### src/logic/fsps_pkg.sv
// Package of constants for the flash self programming sequencer
// ----------------------------------------------------------------------------
// Functional notes
// - In self programming mode, HALT starts the loaded flash command, not standby.
// - Completion of the flash command releases HALT without any interrupt.
// - Maskable interrupt servicing is blocked throughout self programming mode.
// - Whole-block internal verify checks one block and takes 6.8 ms.
// - Multi-address internal verify takes 27 us for each verified byte.
// - Block erase erases the preset block number; each erase takes 8.5 ms.
// - Block blank check tests the preset block for erasure in 480 us.
// - Byte write programs one byte at the preset address within 150 us.
// - CPU executes nothing while a command runs; commands use no RAM.
// - Interrupts raised in self programming stay pending until the mode ends.
// - Block erase leaves every byte of the block at ff.
// - After mode entry, NOP then HALT; release within 10 us plus 2 clocks.
// - Programmer security has no effect here; only the protect byte restricts.
// - A protect byte at flash address 0081 names areas not to erase or write.
// - Mode control register takes a write only through the unlock sequence.
// - Mode bit 0: zero is normal with standby HALT, one is self programming.
// - Reset release clears the mode bit and loads protect bits 2 to 6.
// - Unlock: a5 to unlock register, value, inverse, value; last one counts.
// - A broken unlock sets status bit 0; writing 0 clears it.
// ----------------------------------------------------------------------------
`default_nettype none
package fsps_pkg;
   // Register addresses
   localparam logic [15:0] ADDR_UNLOCK = 16'hffa0;
   localparam logic [15:0] ADDR_STATUS = 16'hffa1;
   localparam logic [15:0] ADDR_MODE = 16'hffa2;
   localparam logic [15:0] ADDR_CMD = 16'hffa3;
   localparam logic [15:0] ADDR_PTR_L = 16'hffa4;
   localparam logic [15:0] ADDR_PTR_H = 16'hffa5;
   localparam logic [15:0] ADDR_CMP_L = 16'hffa6;
   localparam logic [15:0] ADDR_CMP_H = 16'hffa7;
   localparam logic [15:0] ADDR_WBUF = 16'hffa8;
   localparam logic [15:0] PROTECT_BYTE_ADDR = 16'h0081;
   localparam logic [7:0] UNLOCK_KEY = 8'ha5;
   localparam logic [7:0] BLANK_VALUE = 8'hff;
   // Field positions
   localparam int MODE_BIT = 0;
   localparam int PROT_LSB = 2;
   localparam int PROT_MSB = 6;
   localparam int ERR_UNLOCK = 0;
   localparam int ERR_VERIFY = 1;
   localparam int ERR_PROTECT = 2;
   localparam logic [7:0] STATUS_RST = 8'h00;
   localparam logic [2:0] CMD_RST = 3'h0;
   // Commands
   localparam logic [2:0] CMD_VERIFY_BLK = 3'h1;
   localparam logic [2:0] CMD_VERIFY_BYTE = 3'h2;
   localparam logic [2:0] CMD_ERASE = 3'h3;
   localparam logic [2:0] CMD_BLANK = 3'h4;
   localparam logic [2:0] CMD_WRITE = 3'h5;
   // Timing
   localparam int CLK_HZ = 10_000_000;
   localparam int T_VERIFY_BLK_NS = 6_800_000;
   localparam int T_VERIFY_BYTE_NS = 27_000;
   localparam int T_ERASE_NS = 8_500_000;
   localparam int T_BLANK_NS = 480_000;
   localparam int T_WRITE_NS = 150_000;
   localparam int T_ENTRY_NS = 10_000;
   localparam int ENTRY_EXTRA_CYC = 2;
   localparam int CYC_VERIFY_BLK = T_VERIFY_BLK_NS / (1_000_000_000 / CLK_HZ);
   localparam int CYC_VERIFY_BYTE = T_VERIFY_BYTE_NS / (1_000_000_000 / CLK_HZ);
   localparam int CYC_ERASE = T_ERASE_NS / (1_000_000_000 / CLK_HZ);
   localparam int CYC_BLANK = T_BLANK_NS / (1_000_000_000 / CLK_HZ);
   localparam int CYC_WRITE = T_WRITE_NS / (1_000_000_000 / CLK_HZ);
   localparam int CYC_ENTRY =
      T_ENTRY_NS / (1_000_000_000 / CLK_HZ) + ENTRY_EXTRA_CYC;
   // Sequencer states
   typedef enum logic [1:0] {
      FSPS_IDLE = 2'b00,
      FSPS_RUN = 2'b01,
      FSPS_WAKE = 2'b10
   } fsps_state_e;
   // Unlock tracker states
   typedef enum logic [1:0] {
      ULK_IDLE = 2'b00,
      ULK_KEY = 2'b01,
      ULK_VAL = 2'b10,
      ULK_INV = 2'b11
   } fsps_ulk_e;
endpackage
`default_nettype wire

### src/logic/fsps_sequencer.sv
// Flash self programming sequencer: registers, unlock guard and HALT control
`timescale 1ns/1ps
`default_nettype none
module fsps_sequencer (
   input wire logic i_ref_clk,
   input wire logic i_resetn,
   input wire logic i_wr,
   input wire logic i_rd,
   input wire logic [15:0] i_addr,
   input wire logic [7:0] i_wdata,
   input wire logic i_halt,
   input wire logic [4:0] i_protect_byte,
   input wire logic i_flash_verify_ok,
   input wire logic i_flash_blank_ok,
   output logic [7:0] o_rdata,
   output logic o_busy,
   output logic o_wake,
   output logic o_standby,
   output logic o_irq_block,
   output logic o_flash_start,
   output logic [2:0] o_flash_cmd,
   output logic [15:0] o_flash_addr,
   output logic [15:0] o_flash_cmp,
   output logic [7:0] o_flash_data
);
   // ------------------------------------------------------------------------
   // Storage
   // ------------------------------------------------------------------------
   logic mode_ff;
   logic [4:0] prot_ff;
   logic prot_load_ff;
   logic [2:0] status_ff;
   logic [2:0] cmd_ff;
   logic [7:0] ptr_l_ff;
   logic [7:0] ptr_h_ff;
   logic [7:0] cmp_l_ff;
   logic [7:0] cmp_h_ff;
   logic [7:0] wbuf_ff;
   logic [7:0] ulk_val_ff;
   fsps_pkg::fsps_ulk_e ulk_ff;
   fsps_pkg::fsps_state_e st_ff;
   logic entry_pend_ff;
   logic [16:0] load_cyc;
   logic timer_done;
   logic start_op;
   logic ulk_err;
   logic mode_wr_ok;
   logic prot_hit;
   logic [7:0] nxt_rdata;

   // ------------------------------------------------------------------------
   // Unlock guard
   // ------------------------------------------------------------------------
   // Tracks key, value, inverse, value; any other store breaks the chain
   always_ff @(posedge i_ref_clk or negedge i_resetn) begin
      if (!i_resetn) begin
         ulk_ff <= fsps_pkg::ULK_IDLE;
         ulk_val_ff <= 8'h0;
      end else if (i_wr) begin
         if (i_addr == fsps_pkg::ADDR_UNLOCK &&
             i_wdata == fsps_pkg::UNLOCK_KEY) begin
            ulk_ff <= fsps_pkg::ULK_KEY;
         end else begin
            unique case (ulk_ff)
               fsps_pkg::ULK_KEY: begin
                  ulk_ff <= (i_addr == fsps_pkg::ADDR_MODE) ?
                            fsps_pkg::ULK_VAL : fsps_pkg::ULK_IDLE;
                  ulk_val_ff <= i_wdata;
               end
               fsps_pkg::ULK_VAL: begin
                  ulk_ff <= (i_addr == fsps_pkg::ADDR_MODE &&
                             i_wdata == ~ulk_val_ff) ?
                            fsps_pkg::ULK_INV : fsps_pkg::ULK_IDLE;
               end
               fsps_pkg::ULK_INV: ulk_ff <= fsps_pkg::ULK_IDLE;
               fsps_pkg::ULK_IDLE: ulk_ff <= fsps_pkg::ULK_IDLE;
            endcase
         end
      end
   end

   // Breaks and the accepted final write
   always_comb begin
      ulk_err = 1'b0;
      mode_wr_ok = 1'b0;
      if (i_wr) begin
         if (i_addr == fsps_pkg::ADDR_UNLOCK) begin
            ulk_err = (i_wdata != fsps_pkg::UNLOCK_KEY) ||
                      (ulk_ff != fsps_pkg::ULK_IDLE);
         end else if (ulk_ff == fsps_pkg::ULK_KEY) begin
            ulk_err = (i_addr != fsps_pkg::ADDR_MODE);
         end else if (ulk_ff == fsps_pkg::ULK_VAL) begin
            ulk_err = (i_addr != fsps_pkg::ADDR_MODE) ||
                      (i_wdata != ~ulk_val_ff);
         end else if (ulk_ff == fsps_pkg::ULK_INV) begin
            ulk_err = (i_addr != fsps_pkg::ADDR_MODE) ||
                      (i_wdata != ulk_val_ff);
            mode_wr_ok = !ulk_err;
         end else if (i_addr == fsps_pkg::ADDR_MODE) begin
            ulk_err = 1'b1;
         end
      end
   end

   // ------------------------------------------------------------------------
   // Mode control register
   // ------------------------------------------------------------------------
   // Mode bit changes only through the guarded final write
   always_ff @(posedge i_ref_clk or negedge i_resetn) begin
      if (!i_resetn) begin
         mode_ff <= 1'b0;
      end else if (mode_wr_ok && st_ff == fsps_pkg::FSPS_IDLE) begin
         mode_ff <= i_wdata[fsps_pkg::MODE_BIT];
      end
   end

   // Protect setting captured once after reset release
   always_ff @(posedge i_ref_clk or negedge i_resetn) begin
      if (!i_resetn) begin
         prot_ff <= 5'h0;
         prot_load_ff <= 1'b1;
      end else if (prot_load_ff) begin
         prot_ff <= i_protect_byte;
         prot_load_ff <= 1'b0;
      end
   end

   // ------------------------------------------------------------------------
   // Status flags
   // ------------------------------------------------------------------------
   // Hardware set wins over a software clear in the same cycle
   always_ff @(posedge i_ref_clk or negedge i_resetn) begin
      if (!i_resetn) begin
         status_ff <= fsps_pkg::STATUS_RST[2:0];
      end else begin
         if (i_wr && i_addr == fsps_pkg::ADDR_STATUS) begin
            status_ff <= status_ff & i_wdata[2:0];
         end
         if (ulk_err) begin
            status_ff[fsps_pkg::ERR_UNLOCK] <= 1'b1;
         end
         if (start_op && prot_hit) begin
            status_ff[fsps_pkg::ERR_PROTECT] <= 1'b1;
         end
         if (timer_done && !entry_pend_ff && st_ff == fsps_pkg::FSPS_RUN) begin
            if ((cmd_ff == fsps_pkg::CMD_VERIFY_BLK ||
                 cmd_ff == fsps_pkg::CMD_VERIFY_BYTE) && !i_flash_verify_ok) begin
               status_ff[fsps_pkg::ERR_VERIFY] <= 1'b1;
            end
            if (cmd_ff == fsps_pkg::CMD_BLANK && !i_flash_blank_ok) begin
               status_ff[fsps_pkg::ERR_VERIFY] <= 1'b1;
            end
         end
      end
   end

   // ------------------------------------------------------------------------
   // Command, address and data registers
   // ------------------------------------------------------------------------
   // Writable only while the sequencer is idle
   always_ff @(posedge i_ref_clk or negedge i_resetn) begin
      if (!i_resetn) begin
         cmd_ff <= fsps_pkg::CMD_RST;
         ptr_l_ff <= 8'h0;
         ptr_h_ff <= 8'h0;
         cmp_l_ff <= 8'h0;
         cmp_h_ff <= 8'h0;
         wbuf_ff <= 8'h0;
      end else if (i_wr && st_ff == fsps_pkg::FSPS_IDLE) begin
         unique case (i_addr)
            fsps_pkg::ADDR_CMD: cmd_ff <= i_wdata[2:0];
            fsps_pkg::ADDR_PTR_L: ptr_l_ff <= i_wdata;
            fsps_pkg::ADDR_PTR_H: ptr_h_ff <= i_wdata;
            fsps_pkg::ADDR_CMP_L: cmp_l_ff <= i_wdata;
            fsps_pkg::ADDR_CMP_H: cmp_h_ff <= i_wdata;
            fsps_pkg::ADDR_WBUF: wbuf_ff <= i_wdata;
            default: ;
         endcase
      end
   end

   // ------------------------------------------------------------------------
   // Operation timing
   // ------------------------------------------------------------------------
   // Protected block: pointer block number at or below the protect setting
   assign prot_hit = (cmd_ff == fsps_pkg::CMD_ERASE ||
                      cmd_ff == fsps_pkg::CMD_WRITE) &&
                     (ptr_h_ff[3:0] <= {1'b0, prot_ff[2:0]}) &&
                     (prot_ff[4:3] != 2'b11);

   // HALT in self programming mode starts an operation, never standby
   assign start_op = i_halt && mode_ff && st_ff == fsps_pkg::FSPS_IDLE;

   // Duration per command; verify 2 takes one byte time per byte in range
   always_comb begin
      load_cyc = 17'(fsps_pkg::CYC_WRITE);
      if (entry_pend_ff) begin
         load_cyc = 17'(fsps_pkg::CYC_ENTRY);
      end else if (prot_hit) begin
         load_cyc = 17'(fsps_pkg::ENTRY_EXTRA_CYC);
      end else begin
         unique case (cmd_ff)
            fsps_pkg::CMD_VERIFY_BLK: load_cyc = 17'(fsps_pkg::CYC_VERIFY_BLK);
            fsps_pkg::CMD_VERIFY_BYTE: load_cyc = 17'(fsps_pkg::CYC_VERIFY_BYTE *
               (int'(cmp_l_ff - ptr_l_ff) + 1));
            fsps_pkg::CMD_ERASE: load_cyc = 17'(fsps_pkg::CYC_ERASE);
            fsps_pkg::CMD_BLANK: load_cyc = 17'(fsps_pkg::CYC_BLANK);
            fsps_pkg::CMD_WRITE: load_cyc = 17'(fsps_pkg::CYC_WRITE);
            default: load_cyc = 17'(fsps_pkg::ENTRY_EXTRA_CYC);
         endcase
      end
   end

   fsps_timer u_timer (
      .i_ref_clk(i_ref_clk),
      .i_resetn(i_resetn),
      .i_start(start_op),
      .i_cycles(load_cyc),
      .o_done(timer_done)
   );

   // First HALT after entering the mode is the settle wait only
   always_ff @(posedge i_ref_clk or negedge i_resetn) begin
      if (!i_resetn) begin
         entry_pend_ff <= 1'b0;
      end else if (mode_wr_ok && i_wdata[fsps_pkg::MODE_BIT] && !mode_ff) begin
         entry_pend_ff <= 1'b1;
      end else if (timer_done) begin
         entry_pend_ff <= 1'b0;
      end
   end

   // ------------------------------------------------------------------------
   // HALT sequencer
   // ------------------------------------------------------------------------
   // Busy from HALT to the end, then a single wake pulse
   always_ff @(posedge i_ref_clk or negedge i_resetn) begin
      if (!i_resetn) begin
         st_ff <= fsps_pkg::FSPS_IDLE;
      end else begin
         unique case (st_ff)
            fsps_pkg::FSPS_IDLE: if (start_op) st_ff <= fsps_pkg::FSPS_RUN;
            fsps_pkg::FSPS_RUN: if (timer_done) st_ff <= fsps_pkg::FSPS_WAKE;
            fsps_pkg::FSPS_WAKE: st_ff <= fsps_pkg::FSPS_IDLE;
            default: st_ff <= fsps_pkg::FSPS_IDLE;
         endcase
      end
   end

   // Core-facing controls, all registered
   always_ff @(posedge i_ref_clk or negedge i_resetn) begin
      if (!i_resetn) begin
         o_busy <= 1'b0;
         o_wake <= 1'b0;
         o_standby <= 1'b0;
         o_irq_block <= 1'b0;
         o_flash_start <= 1'b0;
      end else begin
         o_busy <= start_op ||
                   (st_ff == fsps_pkg::FSPS_RUN && !timer_done);
         o_wake <= st_ff == fsps_pkg::FSPS_RUN && timer_done;
         o_standby <= i_halt && !mode_ff && st_ff == fsps_pkg::FSPS_IDLE;
         o_irq_block <= mode_ff;
         o_flash_start <= start_op && !entry_pend_ff && !prot_hit;
      end
   end

   // Operation parameters to the flash array
   always_ff @(posedge i_ref_clk or negedge i_resetn) begin
      if (!i_resetn) begin
         o_flash_cmd <= 3'h0;
         o_flash_addr <= 16'h0;
         o_flash_cmp <= 16'h0;
         o_flash_data <= 8'h0;
      end else if (start_op) begin
         o_flash_cmd <= cmd_ff;
         o_flash_addr <= {ptr_h_ff, ptr_l_ff};
         o_flash_cmp <= {cmp_h_ff, cmp_l_ff};
         o_flash_data <= (cmd_ff == fsps_pkg::CMD_ERASE) ?
                         fsps_pkg::BLANK_VALUE : wbuf_ff;
      end
   end

   // ------------------------------------------------------------------------
   // Read path
   // ------------------------------------------------------------------------
   always_comb begin
      nxt_rdata = 8'h0;
      unique case (i_addr)
         fsps_pkg::ADDR_STATUS: nxt_rdata = {5'h0, status_ff};
         fsps_pkg::ADDR_MODE: nxt_rdata = {1'b0, prot_ff, 1'b0, mode_ff};
         fsps_pkg::ADDR_CMD: nxt_rdata = {5'h0, cmd_ff};
         fsps_pkg::ADDR_PTR_L: nxt_rdata = ptr_l_ff;
         fsps_pkg::ADDR_PTR_H: nxt_rdata = ptr_h_ff;
         fsps_pkg::ADDR_CMP_L: nxt_rdata = cmp_l_ff;
         fsps_pkg::ADDR_CMP_H: nxt_rdata = cmp_h_ff;
         fsps_pkg::ADDR_WBUF: nxt_rdata = wbuf_ff;
         default: nxt_rdata = 8'h0;
      endcase
   end

   // Read data is registered, valid the cycle after i_rd
   always_ff @(posedge i_ref_clk or negedge i_resetn) begin
      if (!i_resetn) begin
         o_rdata <= 8'h0;
      end else if (i_rd) begin
         o_rdata <= nxt_rdata;
      end
   end
endmodule // fsps_sequencer
`default_nettype wire

### src/logic/fsps_timer.sv
// Down counter that times one flash operation
`timescale 1ns/1ps
`default_nettype none
module fsps_timer (
   input wire logic i_ref_clk,
   input wire logic i_resetn,
   input wire logic i_start,
   input wire logic [16:0] i_cycles,
   output logic o_done
);
   logic [16:0] cnt_ff;
   logic run_ff;

   // Count down from the load value, pulse done at the last cycle
   always_ff @(posedge i_ref_clk or negedge i_resetn) begin
      if (!i_resetn) begin
         cnt_ff <= 17'h0;
         run_ff <= 1'b0;
         o_done <= 1'b0;
      end else begin
         o_done <= 1'b0;
         if (i_start) begin
            cnt_ff <= i_cycles;
            run_ff <= 1'b1;
         end else if (run_ff) begin
            if (cnt_ff <= 17'h2) begin
               run_ff <= 1'b0;
               o_done <= 1'b1;
            end
            cnt_ff <= cnt_ff - 17'h1;
         end
      end
   end
endmodule // fsps_timer
`default_nettype wire

### config.mk
export PLATFORM = sky130hd
export DESIGN_NAME = fsps_sequencer
export DESIGN_NICKNAME = d
export VERILOG_FILES = /design/src/logic/fsps_pkg.sv /design/src/logic/fsps_sequencer.sv /design/src/logic/fsps_timer.sv
export SDC_FILE = /design/constraint.sdc
export NUM_CORES = 1
export LEC_CHECK = 0
export BUFFER_PORTS_ARGS = -buffer_cell sky130_fd_sc_hd__buf_2
export CAP_MARGIN = 20
export CORE_ASPECT_RATIO = 1.25
export CORE_UTILIZATION = 54
export CTS_CLUSTER_SIZE = 8
export DETAILED_ROUTE_END_ITERATION = 12
export GPL_ROUTABILITY_DRIVEN = 0
export MAX_ROUTING_LAYER = met4
export PLACE_DENSITY_LB_ADDON = 0.12
export SETUP_SLACK_MARGIN = 0.02
export SYNTH_ARGS = -nofsm -noshare
export SYNTH_HDL_FRONTEND = slang
export SYNTH_SLANG_ARGS = --single-unit
export TNS_END_PERCENT = 5
### constraint.sdc
create_clock -name i_ref_clk -period 5.25 [get_ports i_ref_clk]
set_input_delay 0 -clock i_ref_clk [delete_from_list [all_inputs] [get_ports i_ref_clk]]
set_output_delay 0 -clock i_ref_clk [all_outputs]
set_load 0.05 [all_outputs]
## Word-level counts from Yosys, hierarchy flattened

Cells that the tools add are included.

- Register bits: 141
- Latch bits: 0
- Memory bits (writable): 0
- Memory bits (read-only): 0
- Input port bits: 36
- Output and inout port bits: 56
- Logic and storage cells: 155
- Memories: 0

- Add/subtract/negate cells: 3
- Multiply operators: 1
- Div/mod/pow operators: 0
- Magnitude comparators: 2
- Equal/unequal tests: 27
- Shift-type cells: 0
- Multiplexer cells: 39
- Bitwise gates (word level): 3
- Reduce and logical (&&, ||, !) cells: 51

Operator list:

| operator | number |
|---|---|
| $eq A16 B16 Y1 const B | 9 |
| $pmux W17 S5 | 1 |
| $mux W17 | 4 |
| $pmux W8 S8 | 1 |
| $mux W1 | 24 |
| $logic_and A1 B1 Y1 | 22 |
| $le A17 B2 Y1 const B | 1 |
| $sub A17 B1 Y17 const B | 1 |
| $mul A9 B10 Y16 const A | 1 |
| $ne A16 B16 Y1 const B | 1 |
| $ne A8 B8 Y1 | 2 |
| $reduce_and A2 Y1 | 7 |
| $add A9 B2 Y10 const B | 1 |
| $mux W2 | 5 |
| $reduce_bool A2 Y1 | 5 |
| $sub A8 B8 Y9 | 1 |
| $eq A8 B8 Y1 | 1 |
| $eq A8 B8 Y1 const B | 1 |
| $mux W8 | 1 |
| $ne A8 B8 Y1 const B | 1 |
| $not A8 Y8 | 1 |
| $logic_not A1 Y1 | 7 |
| $eq A3 B2 Y1 const B | 2 |
| $eq A3 B3 Y1 const B | 2 |
| 15 further kinds | 24 |

## Longest topological paths before layout

Gate-level depths: netlist of run 1.

- Depth in word-level cells: 11
- Gate-level depth with buffers: 29
- Gate-level depth less buffers: 29

## Modules after synthesis

From an unflattened synthesis of run 1, not the netlist that was laid out.

- Cells, all modules: 802
- Area total of the unflattened synthesis: 8,423.1 um2

By module, submodules not included:

| module | instances | cells each | area each (um2) | sequential area each (um2) |
|---|---|---|---|---|
| fsps_sequencer | 1 | 688 | 7,345.8 | 3,054.2 |
| fsps_timer | 1 | 114 | 1,077.3 | 475.5 |

## Worst setup path after synthesis of run 1

No wires, ideal clock.

- Path kind: reg2reg
- From: register cmp_l_ff[0]
- To: register u_timer.cnt_ff[14]
- Setup time: 0.077 ns
- Data arrival time: 5.470 ns
- Data required time: 5.173 ns
- Slack: -0.297 ns
- Cell stages (with the launch flop): 29
- Path buffers: 0
- Period minus slack after synthesis: 5.547 ns
- Path through: dfrtp_1 > inv_1 > ha_1 > inv_1 > fa_1 > a21oi_1 > o21bai_2 > xor2_1 > nand4_1 > nor2_2 > xor2_1 > nor2b_4 > nor2_4 > ha_1 > or2_1 > ha_1 > ha_1 > inv_1 > fa_1 > inv_1 > ha_1 > o21ai_0 > nor2_1 > nand4_1 > and3b_1 > xor2_1 > a211oi_1 > o21ai_0 > a21oi_1

- Longest elaborated chain between the ends: 7

Ends and longest elaborated chain:

| item | RTL line | text |
|---|---|---|
| start, declared | fsps_sequencer.sv:36 | `logic [7:0] cmp_l_ff;` |
| start signal, assigned | fsps_sequencer.sv:174 | `fsps_pkg::ADDR_CMP_L: cmp_l_ff <= i_wdata;` |
| $sub A8 B8 Y9 | fsps_sequencer.sv:205 | `(int'(cmp_l_ff - ptr_l_ff) + 1));` |
| $add A9 B2 Y10 | fsps_sequencer.sv:205 |  |
| $mul A9 B10 Y16 | fsps_sequencer.sv:204 | `fsps_pkg::CMD_VERIFY_BYTE: load_cyc = 17'(fsps_pkg::CYC_VERIFY_BYTE *` |
| $pmux W17 S5 | fsps_sequencer.sv:202 | `unique case (cmd_ff)` |
| $mux W17 | fsps_sequencer.sv:199 | `end else if (prot_hit) begin` |
| $mux W17 | fsps_sequencer.sv:197 | `if (entry_pend_ff) begin` |
| $mux W17 | fsps_timer.sv:22 | `if (i_start) begin` |
| end signal, assigned | fsps_timer.sv:23 | `cnt_ff <= i_cycles;` |
| end signal, assigned | fsps_timer.sv:30 | `cnt_ff <= cnt_ff - 17'h1;` |
| end, declared | fsps_timer.sv:11 | `logic [16:0] cnt_ff;` |

No other way between the ends.
A chain may end at the register's enable or synchronous reset.

## Worst setup path after layout of run 1

Ends and elaborated chain as after synthesis.

==> results.cfg, run 1 <==
[outcome]
status = finished, violations left
violations = setup timing

[synth]
syn_nets = 963
synth_warnings = 0
synth_top_area_cell = dfrtp_1
synth_xor_area_frac = 0.0502
synth_compound_area_frac = 0.140
synthMuxAreaShare = 0.0684
synthArstFlopShare = 1.00
avgSynthCellArea_um2 = 9.63
synth_top_area_frac = 0.418
synth_area_um2 = 8380
synth-adder-area-share = 0.0932
synth_top_family_by_area = simple AND/OR/NAND/NOR gates
synth.distinct_cells = 83
syn_inst = 870
seq_area_frac_synth = 0.421
synth_common_cells = nand2_1, dfrtp_1, o21ai_0
synth-edff-count = 0
synthSimpleGateAreaFrac = 0.189
yosysMostFrequentCell = nand2_1
yosys_most_used_dff = dfrtp_1
ys_ff_latch = 141
synthTopCellsByArea = dfrtp_1, ha_1, nand2_1

[cells_and_area]
layout.cells.non_filler = 1224
largest_register_ffs = 17
drive_gt1_frac = 0.233
area_delta_synth_final_pct = 21.1
fill_cells = 1231
nets = 1096
diodes = 0
regMostFlops = u_timer.cnt_ff
top_regs = u_timer.cnt_ff: 17 flops, o_flash_addr: 16 flops, o_flash_cmp: 16 flops

[power]
worst_ir_drop_vdd_uv = 207
powerDensity_nw_per_um2 = 240
p_leak_nw = 5.12
totalPowerFinal_mw = 2.44

[sta]
slew-limit-headroom = 0.375
layout_setup_ws_ns = -0.0113
fmax_mhz = 190
maxSlewViolCount = 0
grt_setup_unrepaired = yes
worst_clock_skew_ns = 0.00710
finalHoldViolCount = 0
worstMarginPinSlew_ns = 0.933
finalCriticalPeriod_ns = 5.26
finalSetupViolCount = 2
whs_ns = 0.0378
finalCritPeriodShare = 1.00

[grt]
grt_start_max_net_pins = 98
track_usage = 0.308
overflow = 0
grt_pass1_vias = 6892
grt_pass1_wl_mm = 36.2
antenna_found_initial = 0

[floorplan]
dieArea_um2 = 16000
start_util = 0.556
std_cell_rows = 50
die_h_um = 141
io-pin-count = 92
core_area_um2 = 15100
die_x_um = 113

[setup_path]
cp_common_cell = ha_1
worstSetupEndpointType = flop
r2r-start = cmp_l_ff[0]$_DFFE_PN0P_
crit_type = flop to flop
critPathMaxFanout = 4
required_ns = 5.60
cpPeakStageDelay_ns = 0.52
slowest_stage = fa_1
reg2reg_depth = 28
arrival_ns = 5.61
rr_endpoint = u_timer.cnt_ff[14]$_DFFE_PN0P_
crit_path_start_kind = flop
critPathCapture = u_timer.cnt_ff[14]$_DFFE_PN0P_
startpoint = cmp_l_ff[0]$_DFFE_PN0P_
r2r_slack_ns = -0.01

[clocking]
htree_levels = 4
clk-insertion-delay-late_ns = 0.43
cts_buffer_depth = 2
cts_tree = built
cts_buffers = 17
cts_sinks = 141
cts-root-buf = clkbuf_16
path_clk_slew_ns = 0.06

[place]
dp_hpwl_mm = 16.0
port_buffers = 91
dp.cells = 1171
place_ws_ns = -0.140

[detailed_routing]
viasPerCell = 5.70
wl_per_cell_um = 18.0
drc_errors = 0
ant_nets = 0
drtIter0Drc = 507
dr.pass1.iters = 8
routed_wl_mm = 22.1
vias = 6978

[worst_hold_path]
hold_class = input port to flop
min_path_cells = 4

[run]
cap_violations = 0
## cells by family after synthesis
group                      count (synthesis)
and+or+nand+nor                          318
xor gates and xnor gates                  42
adders and majority gates                 57
muxes                                     51
buffers and inverters                     83
other                                      1
AOI/OAI and AO/OA                        177
DFF                                      141
## worst min path at each step
stage / start / to / slack, ns
2_1_floorplan: i_resetn / cmd_ff[0]$_DFFE_PN0P_ / -0.30
3_3_place_gp: i_resetn / o_flash_cmd[0]$_DFFE_PN0P_ / 0.16
3_5_place_dp: i_resetn / o_flash_cmd[0]$_DFFE_PN0P_ / 0.17
4_1_cts: i_flash_blank_ok / status_ff[1]$_DFF_PN0_ / 0.004
5_1_grt: i_flash_blank_ok / status_ff[1]$_DFF_PN0_ / 0.07
6_report: i_flash_blank_ok / status_ff[1]$_DFF_PN0_ / 0.04
## worst max-delay path: cells and delay by family (launching register included)
family | cells | cell delay (ns)
DFF | 1 | 0.39
AOI/OAI and AO/OA | 7 | 0.98
adders and majority gates | 7 | 2.07
buffers and inverters | 5 | 0.36
and+or+nand+nor | 5 | 0.79
xor gates and xnor gates | 4 | 0.61
## layout by cell type, fill, tap and decap left out, types with 4 or more instances in the layout
| cell type | Yosys | layout |
|---|---|---|
| fa_1 | 9 | 8 |
| o21ai_1 | 4 | 7 |
| nor2b_1 | 8 | 8 |
| nor3_1 | 22 | 21 |
| o211ai_1 | 4 | 4 |
| buf_2 | 1 | 90 |
| nand2_1 | 149 | 148 |
| dfrtp_1 | 140 | 140 |
| a21boi_1 | 4 | 4 |
| buf_4 | 0 | 35 |
| mux2_2 | 25 | 25 |
| xor2_2 | 1 | 6 |
| clkbuf_16 | 0 | 17 |
| o21ai_0 | 54 | 51 |
| inv_1 | 52 | 49 |
| ha_1 | 48 | 46 |
| a21o_1 | 8 | 8 |
| nand3_1 | 17 | 16 |
| dlygate4sd3_1 | 0 | 18 |
| inv_2 | 1 | 4 |
| xor2_1 | 20 | 15 |
| nand4_1 | 8 | 8 |
| mux2_1 | 25 | 25 |
| o31ai_1 | 4 | 4 |
| and2_1 | 4 | 4 |
| nor2_1 | 53 | 53 |
| a221oi_1 | 6 | 6 |
| xnor2_1 | 18 | 16 |
| o21a_1 | 6 | 6 |
| inv_6 | 0 | 6 |
| nand2b_1 | 9 | 9 |
| o2bb2ai_1 | 5 | 5 |
| a22oi_1 | 14 | 14 |
| a21oi_1 | 32 | 30 |
| o22ai_1 | 4 | 4 |
| and3_1 | 8 | 7 |
| a31oi_1 | 7 | 7 |
## repair_timing
action | CTS | global route
endpoints found under the setup margin | 7 | 8
pin swaps | 5 | 7
gates resized for setup | 1 | 10
endpoints found under the hold margin | 140 | 0
setup buffers | 2 | 1
hold buffers | 18 | 0
## through the flow
stage / util / TNS (ns) / instance area [um^2]
5_1_grt: 0.673 / -2.05 / 10100
6_report: 0.673 / -0.0119 / 10100
3_3_place_gp: 0.617 / -0.0284 / 9300
3_5_place_dp: 0.617 / -0.482 / 9300
2_1_floorplan: - / 0 / 8440
4_1_cts: 0.669 / 0 / 10100
## power by group
| part | leakage [nW] | internal (mW) | total, mW | switching [mW] |
|---|---|---|---|---|
| Combinational | 2.99 | 0.0443 | 0.112 | 0.0675 |
| Sequential | 1.85 | 1.10 | 1.12 | 0.0136 |
| Clock | 0.281 | 0.683 | 1.21 | 0.523 |
## layout make-up
class | count | area [um^2] | share of cell area
Multi-Input combinational cell | 646 | 4660 | 0.460
Sequential cell | 141 | 3530 | 0.348
Timing Repair Buffer | 144 | 905 | 0.0892
Clock buffer | 18 | 439 | 0.0433
Tap cell | 208 | 260 | 0.0257
Inverter | 53 | 199 | 0.0196
Clock inverter | 14 | 148 | 0.0146
## layer usage
| layer | up-vias | part of all wire | GRT usage |
|---|---|---|---|
| met1 | 3433 | 0.42 | 0.374 |
| met5 | - | 0 | - |
| li1 | 3296 | - | - |
| met4 | 0 | 0.034 | 0.123 |
| met2 | 205 | 0.51 | 0.517 |
| met3 | 44 | 0.038 | 0.0436 |
No activity file was read; power rests on OpenSTA's default activity.
==> run 2: changes to the inputs <==
--- a/config.mk
+++ b/config.mk
@@ -12,9 +12,11 @@
 export CTS_CLUSTER_SIZE = 8
 export DETAILED_ROUTE_END_ITERATION = 12
 export GPL_ROUTABILITY_DRIVEN = 0
+export HOLD_SLACK_MARGIN = 0.12
 export MAX_ROUTING_LAYER = met4
 export PLACE_DENSITY_LB_ADDON = 0.12
 export SETUP_SLACK_MARGIN = 0.02
+export SLEW_MARGIN = 25
 export SYNTH_ARGS = -nofsm -noshare
 export SYNTH_HDL_FRONTEND = slang
 export SYNTH_SLANG_ARGS = --single-unit
==> constraint.sdc (replaced) <==
create_clock -name i_ref_clk -period 5.25 [get_ports i_ref_clk]
set_input_delay 1.05 -clock i_ref_clk [delete_from_list [all_inputs] [get_ports i_ref_clk]]
set_output_delay 1.05 -clock i_ref_clk [all_outputs]
set_load 0.05 [all_outputs]
==> run 2 against run 1 <==
The flow still finishes with violations (setup timing). Power is 1.2% higher. Cell count fell by 0.74%. Wire length up 1.2%. First-iteration DRC count fell by 6.9%. Hold slack better by 0.42 ns. Core utilization fell by 0.17 points. Die area is the same. Non-clock buffer count is 9 lower. Clock power is 3% higher. Via count is essentially flat. Sequential power is essentially flat. Combinational power down 9%. Critical path type unchanged.
==> results.cfg, run 2 (same netlist as run 1, synthesis figures left out) <==
[clocking]
cts_buffer_depth = 2
cts_buffers = 17
cts-root-buf = clkbuf_16
clk-insertion-delay-late_ns = 0.42
htree_levels = 4
cts_tree = built
path_clk_slew_ns = 0.06
hold_buffers = 0
cts_sinks = 141

[setup_path]
critPathMaxFanout = 5
arrival_ns = 5.64
cpPeakStageDelay_ns = 0.51
r2r_slack_ns = -0.09
crit_type = flop to flop
slowest_stage = fa_1
worstSetupEndpointType = flop
crit_buf_inv = 4
cp_top_family = adder cells
required_ns = 5.55
startpoint = cmp_l_ff[0]$_DFFE_PN0P_
crit_path_start_kind = flop
r2r-start = cmp_l_ff[0]$_DFFE_PN0P_

[floorplan]
io-pin-count = 92
start_util = 0.556
std_cell_rows = 50
dieArea_um2 = 16000
core_area_um2 = 15100
die_h_um = 141
die_x_um = 113

[grt]
track_usage = 0.304
grt_start_max_net_pins = 102
grt_pass1_vias = 7013
overflow = 0
grt_pass1_wl_mm = 35.9
antenna_found_initial = 0

[detailed_routing]
drc_errors = 0
vias = 6982
viasPerCell = 5.75
dr.pass1.iters = 5
ant_nets = 0
routed_wl_mm = 22.3
drtIter0Drc = 472
wl_per_cell_um = 18.4

[cells_and_area]
layout_common_cells = nand2_1, dfrtp_1, buf_2
layout.cells.non_filler = 1215
fin_area_um2 = 10100
finalCoreUtilization = 0.671
largest_register_ffs = 17
area_delta_synth_final_pct = 20.7
final_common_cell = nand2_1
regMostFlops = u_timer.cnt_ff
drive_gt1_frac = 0.252
top_regs = u_timer.cnt_ff: 17 flops, o_flash_addr: 16 flops, o_flash_cmp: 16 flops
diodes = 0
nets = 1087

[outcome]
violations = setup timing
status = finished, violations left

[sta]
layout_setup_ws_ns = -0.0872
whs_ns = 0.459
slew-limit-headroom = 0.383
finalCriticalPeriod_ns = 5.34
worstMarginPinSlew_ns = 0.921
fin_setup_tns_ns = -0.220
worst_clock_skew_ns = 0.0111
fmax_mhz = 187
maxSlewViolCount = 0
finalSetupViolCount = 4
grt_setup_unrepaired = yes
finalCritPeriodShare = 1.02
finalHoldViolCount = 0

[power]
worst_ir_drop_vdd_uv = 237
p_comb_frac = 0.042
sw_frac_of_total = 0.227
p_seq_frac = 0.453
clock_power_share = 0.505
netSwitchingPower_mw = 0.560
p_int_mw = 1.91
powerDensity_nw_per_um2 = 244
totalPowerFinal_mw = 2.47
p_leak_nw = 5.08

[run]
cap_violations = 0

[place]
dp.cells = 1173
dp_hpwl_mm = 16.2
place_ws_ns = -0.140
port_buffers = 91
placed_area_um2 = 9320

[worst_hold_path]
min_from = o_flash_data[3]$_DFFE_PN0P_
hold_class = flop to flop
[run 2: cell type report]
type                    instances  area, um^2
repair buffers                135         802
flip-flops and latches        141        3530
clock buffers                  20         447
multi-input cells             646        4720
well taps                     208         260
fillers                      1265        4960
inverters                      53         199
clock inverters                12         159
[run 2: metal layers]
| metal | routed length [um] | global-route usage |
|---|---|---|
| met5 | 0 | - |
| met4 | 926 | 0.136 |
| met3 | 928 | 0.0483 |
| met2 | 11500 | 0.520 |
| met1 | 8990 | 0.352 |
[run 2: power groups by stage]
stage	clock, mW	sequential [mW]	combinational, mW
3_5_place_dp	0	1.14	0.104
4_1_cts	1.25	1.12	0.104
2_1_floorplan	0	1.13	0.0485
3_3_place_gp	0	1.14	0.101
6_report	1.25	1.12	0.102
5_1_grt	1.30	1.12	0.113
[run 2: final timing paths]
| path | end | cells after the start |
|---|---|---|
| max | u_timer.cnt_ff[12]$_DFFE_PN0P_ | 29 |
| min in group asynchronous | o_flash_cmd[0]$_DFFE_PN0P_ | 1 |
| max reg2reg | u_timer.cnt_ff[12]$_DFFE_PN0P_ | 29 |
| min reg2reg | o_flash_data[3]$_DFFE_PN0P_ | 2 |
| min | o_flash_data[3]$_DFFE_PN0P_ | 2 |
| max in group asynchronous | o_flash_addr[10]$_DFFE_PN0P_ | 2 |
[run 2: tightest hold or removal path, cell delays in order, from the launching register on]
cell and delay [ns]:
dfrtp_1 0.33, nand2_1 0.05, nand2_1 0.05
[run 2: repair_timing]
action / CTS / global route
cloned: 0 / 0
pin swaps: 8 / 21
gates resized for setup: 3 / 22
endpoints found under the hold margin: 0 / 0
setup buffers: 4 / 6
setup endpoints to repair: 6 / 8
